### config.mk
export PLATFORM = sky130hd
export DESIGN_NAME = dynamic_clock_switch
export DESIGN_NICKNAME = d
export VERILOG_FILES = /design/src/dynamic_clock_switch.v
export VERILOG_INCLUDE_DIRS = /design/src
export SDC_FILE = /design/constraint.sdc
export NUM_CORES = 1
export LEC_CHECK = 0
export ABC_AREA = 1
export BUFFER_PORTS_ARGS = -buffer_cell sky130_fd_sc_hd__buf_2
export CAP_MARGIN = 5
export CORE_AREA = 2 2 131 133
export CTS_BUF_LIST = sky130_fd_sc_hd__clkbuf_16
export DETAILED_ROUTE_END_ITERATION = 7
export DIE_AREA = 0 0 133 135
export GPL_ROUTABILITY_DRIVEN = 0
export PLACE_DENSITY_LB_ADDON = 0.3
export SETUP_SLACK_MARGIN = 0.15
export SLEW_MARGIN = 20
export SYNTH_ARGS = -nofsm -noshare
export SYNTH_HDL_FRONTEND = slang
export SYNTH_SLANG_ARGS = --single-unit
export TNS_END_PERCENT = 30
### constraint.sdc
create_clock -name clk -period 5.4 [get_ports clk]
set_input_delay 1.08 -clock clk [delete_from_list [all_inputs] [get_ports clk]]
set_output_delay 1.08 -clock clk [all_outputs]
set_load 0.02 [all_outputs]
### src/dclk_consts.vh
// constants for the dynamic clock switch block
// assumes a 40 MHz system clock and an APB register port
`ifndef DCLK_CONSTS_VH
`define DCLK_CONSTS_VH

// register byte addresses
`define ADDR_CMD 12'h000
`define ADDR_SEL 12'h004
`define ADDR_STAT 12'h008
// command register fields
`define CMD_CCE_BIT 7
`define CMD_RDY_BIT 4
`define CMD_REQ_CODE 8'h03
`define CMD_DISABLE 8'h01
`define CMD_ENABLE 8'h02
`define CMD_SWITCH 8'h04
`define CMD_RECOVER 8'h05
`define CMD_WD_ARL 8'h06
// source-selection register fields
`define SEL_SRC_LSB 0
`define SEL_SUT_LSB 4
`define SEL_CLOCK_OUTPUT_ENABLE_BIT 6
`define SRC_MASK 8'h0f
// source codes
`define SRC_RC 4'h2
`define SRC_WD 4'h3
`define SRC_EXT 4'h0
`define SRC_LFX 4'h6
`define SRC_XTAL_MSB 3
// start-up codes
`define SUT_00 2'h0
`define SUT_01 2'h1
`define SUT_10 2'h2
// cycle figures
`define LF_SHORT_CK 20'h00400
`define LF_LONG_CK 20'h08000
`define EXT_WAKE_CK 20'h00006
`define EXT_RESET_CK 20'h0000e
// times in microseconds and the clock rate in MHz
`define T_4MS_US 4100
`define T_65MS_US 65000
`define T_RSTDIS_US 4000
`define CLK_MHZ 40

`endif

### src/dynamic_clock_switch.v
// dynamic clock switch: command decode, source enables, availability counter,
// recovery, clock output and reset start-up delay selection
// assumes an APB master on clk, fuses stable at reset release, sources as single-cycle ticks on clk
`timescale 1ns/1ps
`default_nettype none
`include "dclk_consts.vh"

module dynamic_clock_switch #(
    parameter NSRC = 16,
    parameter CNT_W = 24,
    parameter [CNT_W-1:0] RST_4MS_CK = `T_4MS_US * `CLK_MHZ,
    parameter [CNT_W-1:0] RST_65MS_CK = `T_65MS_US * `CLK_MHZ,
    parameter [CNT_W-1:0] RST_DIS_CK = `T_RSTDIS_US * `CLK_MHZ
) (
    input wire clk,
    input wire rst,
    input wire psel,
    input wire penable,
    input wire pwrite,
    input wire [11:0] paddr,
    input wire [31:0] pwdata,
    output wire [31:0] prdata,
    output wire pready,
    output wire pslverr,
    input wire [7:0] low_fuse_byte,
    input wire reset_pin_disable_fuse,
    input wire [NSRC-1:0] source_tick,
    input wire sys_clk_div,
    input wire prescaler_active,
    input wire sys_clk_raw,
    input wire timer_wants_lfx,
    input wire timer_wants_ext,
    output reg [NSRC-1:0] source_enable,
    output reg [3:0] system_source,
    output reg switch_pulse,
    output reg wd_auto_reload,
    output reg timer_lfx_grant,
    output reg timer_ext_grant,
    output wire clock_out_pin,
    output wire clock_out_oe,
    output reg [CNT_W-1:0] wake_delay_ck,
    output reg [CNT_W-1:0] reset_delay_ck
);

    reg [7:0] clock_source_select_reg;
    reg command_change_enable_reg;
    reg source_ready_flag_reg;
    reg counting_reg;
    reg [3:0] count_src_reg;
    reg [1:0] count_sut_reg;
    reg [19:0] avail_cnt_reg;
    reg [NSRC-1:0] enable_req_reg;
    reg fuse_load_reg;
    reg [7:0] last_cmd_reg;
    reg [31:0] rdata_reg;

    wire [3:0] source_field = clock_source_select_reg[`SEL_SRC_LSB +: 4];
    wire [1:0] startup_field = clock_source_select_reg[`SEL_SUT_LSB +: 2];
    wire clock_output_enable = clock_source_select_reg[`SEL_CLOCK_OUTPUT_ENABLE_BIT];
    wire wr = psel && penable && pwrite;
    wire rd = psel && !penable && !pwrite;
    wire cmd_wr = wr && (paddr == `ADDR_CMD);
    wire cce_only = (pwdata[7:0] == (8'h01 << `CMD_CCE_BIT));
    wire cmd_go = cmd_wr && command_change_enable_reg && !cce_only;
    wire [7:0] cmd = pwdata[7:0];

    // crystal sources: low crystal code plus the high crystal group
    function is_crystal;
        input [3:0] src;
        begin
            is_crystal = src[`SRC_XTAL_MSB] || (src == `SRC_LFX);
        end
    endfunction

    // availability limit in source ticks for a start-up code
    function [19:0] limit_of;
        input [3:0] src;
        input [1:0] sut;
        begin
            if (src == `SRC_LFX) begin
                limit_of = (sut == `SUT_10) ? `LF_LONG_CK : `LF_SHORT_CK;
            end else begin
                limit_of = `EXT_WAKE_CK;
            end
        end
    endfunction

    assign pready = 1'b1;
    assign pslverr = 1'b0;
    assign prdata = rdata_reg;

    // register writes, fuse load and command execution
    always @(posedge clk or posedge rst) begin
        if (rst) begin
            clock_source_select_reg <= 8'h00;
            command_change_enable_reg <= 1'b0;
            fuse_load_reg <= 1'b1;
            enable_req_reg <= {NSRC{1'b0}};
            system_source <= `SRC_RC;
            switch_pulse <= 1'b0;
            wd_auto_reload <= 1'b0;
            last_cmd_reg <= 8'h00;
        end else begin
            switch_pulse <= 1'b0;
            fuse_load_reg <= 1'b0;
            if (fuse_load_reg) begin
                // fuses are caught after reset release, never by the async reset
                clock_source_select_reg <= {1'b0, ~low_fuse_byte[`SEL_CLOCK_OUTPUT_ENABLE_BIT],
                    low_fuse_byte[5:0]};
                enable_req_reg[low_fuse_byte[3:0]] <= 1'b1;
                system_source <= low_fuse_byte[3:0];
            end else if (wr && paddr == `ADDR_SEL) begin
                clock_source_select_reg <= pwdata[7:0];
            end
            if (cmd_wr) begin
                // any command write other than the bare change-enable code consumes the change enable; that code sets it
                command_change_enable_reg <= cce_only;
            end
            if (cmd_go) begin
                last_cmd_reg <= cmd;
                case (cmd)
                    `CMD_ENABLE: enable_req_reg[source_field] <= 1'b1;
                    `CMD_DISABLE: begin
                        if (source_field != system_source) begin
                            enable_req_reg[source_field] <= 1'b0;
                        end
                    end
                    `CMD_SWITCH: begin
                        if (source_enable[source_field] && source_ready_flag_reg) begin
                            system_source <= source_field;
                            switch_pulse <= 1'b1;
                        end
                    end
                    `CMD_RECOVER: begin
                        clock_source_select_reg[`SEL_SRC_LSB +: 4] <= system_source;
                    end
                    `CMD_WD_ARL: wd_auto_reload <= 1'b1; // only reset clears it
                    default: ;
                endcase
            end
        end
    end

    // de-glitch: an enable drops only on a source's own tick so it never sees a runt; it rises at once
    integer i;
    always @(posedge clk or posedge rst) begin
        if (rst) begin
            source_enable <= {NSRC{1'b0}};
        end else begin
            for (i = 0; i < NSRC; i = i + 1) begin
                if (source_tick[i] || !source_enable[i]) begin
                    source_enable[i] <= enable_req_reg[i];
                end
            end
        end
    end

    // availability counter on ticks of the counted source
    always @(posedge clk or posedge rst) begin
        if (rst) begin
            source_ready_flag_reg <= 1'b0;
            counting_reg <= 1'b0;
            count_src_reg <= 4'h0;
            count_sut_reg <= 2'h0;
            avail_cnt_reg <= 20'h00000;
        end else if (cmd_go && (cmd == `CMD_REQ_CODE || cmd == `CMD_ENABLE)) begin
            source_ready_flag_reg <= 1'b0;
            counting_reg <= 1'b1;
            count_src_reg <= source_field;
            count_sut_reg <= startup_field;
            avail_cnt_reg <= 20'h00000;
        end else if (counting_reg && source_tick[count_src_reg]) begin
            if (avail_cnt_reg + 20'h00001 >= limit_of(count_src_reg, count_sut_reg)) begin
                source_ready_flag_reg <= 1'b1;
                counting_reg <= 1'b0;
            end
            avail_cnt_reg <= avail_cnt_reg + 20'h00001;
        end
    end

    // timer arbitration for the shared low crystal and external input
    always @(posedge clk or posedge rst) begin
        if (rst) begin
            timer_lfx_grant <= 1'b0;
            timer_ext_grant <= 1'b0;
        end else begin
            timer_lfx_grant <= timer_wants_lfx && !(|source_enable[NSRC-1:8]) &&
                !source_enable[`SRC_EXT];
            timer_ext_grant <= timer_wants_ext && !(|source_enable[NSRC-1:8]) &&
                !source_enable[`SRC_LFX];
        end
    end

    // clock output: gated combinationally since it carries the clock itself
    assign clock_out_oe = !rst && clock_output_enable && !is_crystal(system_source);
    assign clock_out_pin = clock_out_oe &&
        (prescaler_active ? sys_clk_div : sys_clk_raw);

    // start-up delays for the selected source and start-up code
    always @(posedge clk or posedge rst) begin
        if (rst) begin
            wake_delay_ck <= {CNT_W{1'b0}};
            reset_delay_ck <= {CNT_W{1'b0}};
        end else begin
            wake_delay_ck <= {{(CNT_W-20){1'b0}}, limit_of(source_field, startup_field)};
            reset_delay_ck <= {CNT_W{1'b0}};
            if (source_field == `SRC_LFX) begin
                case (startup_field)
                    `SUT_00: reset_delay_ck <= RST_4MS_CK;
                    `SUT_01: reset_delay_ck <= RST_65MS_CK;
                    `SUT_10: reset_delay_ck <= RST_65MS_CK;
                    default: reset_delay_ck <= {CNT_W{1'b0}};
                endcase
            end else if (source_field == `SRC_EXT) begin
                case (startup_field)
                    `SUT_00: reset_delay_ck <= `EXT_RESET_CK +
                        (reset_pin_disable_fuse ? RST_DIS_CK : {CNT_W{1'b0}});
                    `SUT_01: reset_delay_ck <= `EXT_RESET_CK + RST_4MS_CK;
                    `SUT_10: reset_delay_ck <= `EXT_RESET_CK + RST_65MS_CK;
                    default: reset_delay_ck <= {CNT_W{1'b0}};
                endcase
            end
        end
    end

    // read data registered in the setup cycle
    always @(posedge clk or posedge rst) begin
        if (rst) begin
            rdata_reg <= 32'h00000000;
        end else if (rd) begin
            case (paddr)
                `ADDR_CMD: rdata_reg <= {24'h000000, command_change_enable_reg, 2'h0,
                    source_ready_flag_reg, 4'h0};
                `ADDR_SEL: rdata_reg <= {24'h000000, clock_source_select_reg};
                `ADDR_STAT: rdata_reg <= {16'h0000, last_cmd_reg, 3'h0, counting_reg,
                    system_source};
                default: rdata_reg <= 32'h00000000;
            endcase
        end
    end

endmodule // dynamic_clock_switch
`default_nettype wire

==> impl_metrics.env <==
export IMPL_chipWidth_um=133
export IMPL_finalPower_mw=2.04
export IMPL_setup_tns_ps=0
export IMPL_switching_power_uw=681
export IMPL_fp_row_count=47
export IMPL_criticalPathCategory="input port to primary output"
export IMPL_ys_top_cells_by_count="nand2_1, dfrtp_1, inv_1, nor2_1"
export IMPL_p_int_mw=1.36
export IMPL_numClockSinks=112
export IMPL_required_ps=4320
export IMPL_cp_num_buf_inv=3
export IMPL_cp_common_cell="buf_2"
export IMPL_yosysUniqueCellTypes=42
export IMPL_pwr_share_comb_pct=20.8
export IMPL_area_delta_synth_final_pct=12.5
export IMPL_insertion_delay_ps=360
export IMPL_antenna_cells=0
export IMPL_drtAntennaViolNets=0
export IMPL_grt_max_degree=65
export IMPL_ff_latch_area_um2=2810
export IMPL_root_buffer="clkbuf_16"
export IMPL_postCtsHoldBufs=0
export IMPL_htreeDepth=3
export IMPL_pin_count=187
export IMPL_pwr_share_clk_pct=31.2
export IMPL_drc_errors=0
export IMPL_worst_pin_slew_ps=817
export IMPL_hold_violations=0
export IMPL_die_h_um=135
export IMPL_syn_area_per_cell_um2=7.59
export IMPL_vias=5724
export IMPL_drive_gt1_share_pct=15.5
export IMPL_switching_share_pct=33.4
export IMPL_crit_path_start_kind="input port"
export IMPL_cp_top_family="compound AO/OA/AOI/OAI gates"
export IMPL_syn_cell_area_um2=6530
export IMPL_fillers=1683
export IMPL_min_path_type="register to register"
export IMPL_p_per_area_nw_per_um2=278
export IMPL_utilization_pct=44.8
export IMPL_finClkSkew_ps=7.91
export IMPL_worstPathMaxFanout=2
export IMPL_nets=1052
export IMPL_setup_viol=0
export IMPL_grt_first_pass_wirelength_um=27200
export IMPL_cts_resized=0
export IMPL_synthesis_instances=860
export IMPL_largest_register_ffs=20
export IMPL_finalCriticalPeriod_ps=3140
export IMPL_worst_hold_slack_ps=477
export IMPL_outcome="complete, no violations"
export IMPL_p_seq_share_pct=48.0
export IMPL_core_um2=16400
export IMPL_cp_end_kind="primary output"
export IMPL_synth_top_area_cell="dfrtp_1"
export IMPL_yosysSeqAreaShare_pct=43.0
export IMPL_die_area_um2=18000
export IMPL_ys_ff_latch=112
export IMPL_clkTransAtPathRegs_ps=80
export IMPL_path_cells="buf_2, clkinvlp_4, nand3_1, a31oi_1, a21boi_0, buf_2"
export IMPL_synth_most_common_cell="nand2_1"
export IMPL_leakagePower_nw=3.78
export IMPL_synth_top_area_share_pct=42.2
export IMPL_port_buffers=116
export IMPL_grt_total_usage_pct=19.3
export IMPL_drv_cap=0
export IMPL_drt_pass1_iter_count=5
export IMPL_cts_buffers=9
export IMPL_drtIter0Drc=492
export IMPL_async_flop_share_pct=100
export IMPL_ys_warn_count=0
export IMPL_clock_path_buffers=2
export IMPL_overflow=0
export IMPL_slowest_stage="a31oi_1"
export IMPL_initial_core_util_pct=39.8
export IMPL_synth_edf_count=0
export IMPL_yosys_most_used_dff="dfrtp_1"
export IMPL_finalMaxSlewViolations=0
export IMPL_slew_headroom_pct=45.3
export IMPL_worstPathArrival_ps=2060
export IMPL_synth_area_top_cells="dfrtp_1, nand2_1, buf_4, inv_1, nor2_1"
export IMPL_vias_per_cell=4.82
export IMPL_cts_setup_buffers=0
export IMPL_rsz0062_at_grt="false"
export IMPL_multiInputGateArea_um2=2990
export IMPL_dp_hpwl_um=12800
export IMPL_fmax_mhz=319
export IMPL_grt_pass1_vias=5179
export IMPL_ir_worst_vdd_mv=0.167
export IMPL_slowest_delay_ps=280
export IMPL_wl_per_cell_um=14.1
export IMPL_period_share_pct=58.1
export IMPL_antenna_found_initial=0
export IMPL_drt_total_wl_um=16800
export IMPL_cts_tree="yes"
[power groups by stage]
stage	clock network, mW	logic, mW	registers [mW]
after floorplan	0	0.312	0.994
after global placement	0	0.420	0.994
after detailed placement	0	0.424	0.996
after CTS	0.657	0.426	0.979
after global routing	0.688	0.482	0.989
final	0.637	0.423	0.979
[layout by cell type (no fill, tap or decap), drive strengths merged]
cell | netlist | layout
a21boi | 1 | 1
a21o | 11 | 11
a21oi | 28 | 28
a22oi | 8 | 8
a31oi | 6 | 6
buf | 65 | 120
clkbuf | 8 | 9
clkinv | 1 | 4
clkinvlp | 0 | 2
conb | 2 | 46
dfrtp | 110 | 110
dfstp | 2 | 2
ha | 11 | 11
inv | 100 | 102
nand2 | 228 | 228
nand3 | 60 | 60
nand3b | 1 | 1
nand4 | 20 | 20
nor2 | 96 | 96
nor3 | 9 | 9
nor3b | 2 | 2
nor4 | 4 | 4
o211ai | 6 | 6
o21a | 4 | 4
o21ai | 40 | 40
o21bai | 5 | 5
o221ai | 3 | 3
o22ai | 21 | 21
o31ai | 1 | 1
xnor2 | 5 | 5
xor2 | 2 | 2
[cell families after synthesis]
kind of cell | after synthesis | share of synthesized area [%]
buffers and inverters | 174 | 13.7
adders and majority gates | 11 | 2.11
other | 2 | 0.115
AOI/OAI and AO/OA | 134 | 12.3
xor gates and xnor gates | 7 | 0.939
and+or+nand+nor | 420 | 27.8
DFF | 112 | 43.0
[path summary, 6_finish.rpt]
| path | startpoint | cells past startpoint | to | slack (ps) |
|---|---|---|---|---|
| hold / removal | enable_req_reg[0] | 2 | source_enable[0] | 480 |
| setup / recovery | rst | 6 | clock_out_pin | 2260 |
| setup reg to reg | avail_cnt_reg[0] | 14 | source_ready_flag_reg | 2960 |
| min in group asynchronous | rst | 3 | count_src_reg[2] | 1010 |
| hold reg to reg | enable_req_reg[0] | 2 | source_enable[0] | 480 |
| max in group asynchronous | rst | 4 | wd_auto_reload | 3130 |
[final cells by class]
cell class	count	share of cell area [%]
inverter	101	5.21
clock inverter	7	0.698
clock buffer	9	3.07
timing repair buffer	120	8.31
sequential	112	38.2
multi-input combinational	618	40.8
tap	220	3.75
[worst register-to-register path, cell delays in order, from the launching register on]
cell and delay (ps):
dfrtp_1 440, ha_1 230, nand2_1 70, nor2_1 300, nand4_1 250, xnor2_1 200
ha_1 200, inv_1 60, nand3_1 70, nor3_1 180, nand2_1 110, nand2_1 70
nand2_1 60, nand2_1 60, nand2_1 50
[through the flow]
step	cell area [um^2]	cells	worst slack [ps]
after floorplan	6700	904	871
after detailed placement	7070	1171	2230
after CTS	7340	1187	2230
final	7340	1187	2260
after global routing	7340	1187	2180
after global placement	7070	1171	2280
[routing by layer]
layer	track usage (%)	vias to the layer above	wire length, um
met5	0	-	0
met4	3.76	0	189
met3	4.02	15	871
met2	32.5	159	8400
met1	25.8	2645	7330
li1	-	2905	-
Power figures use the tool's default switching activity.
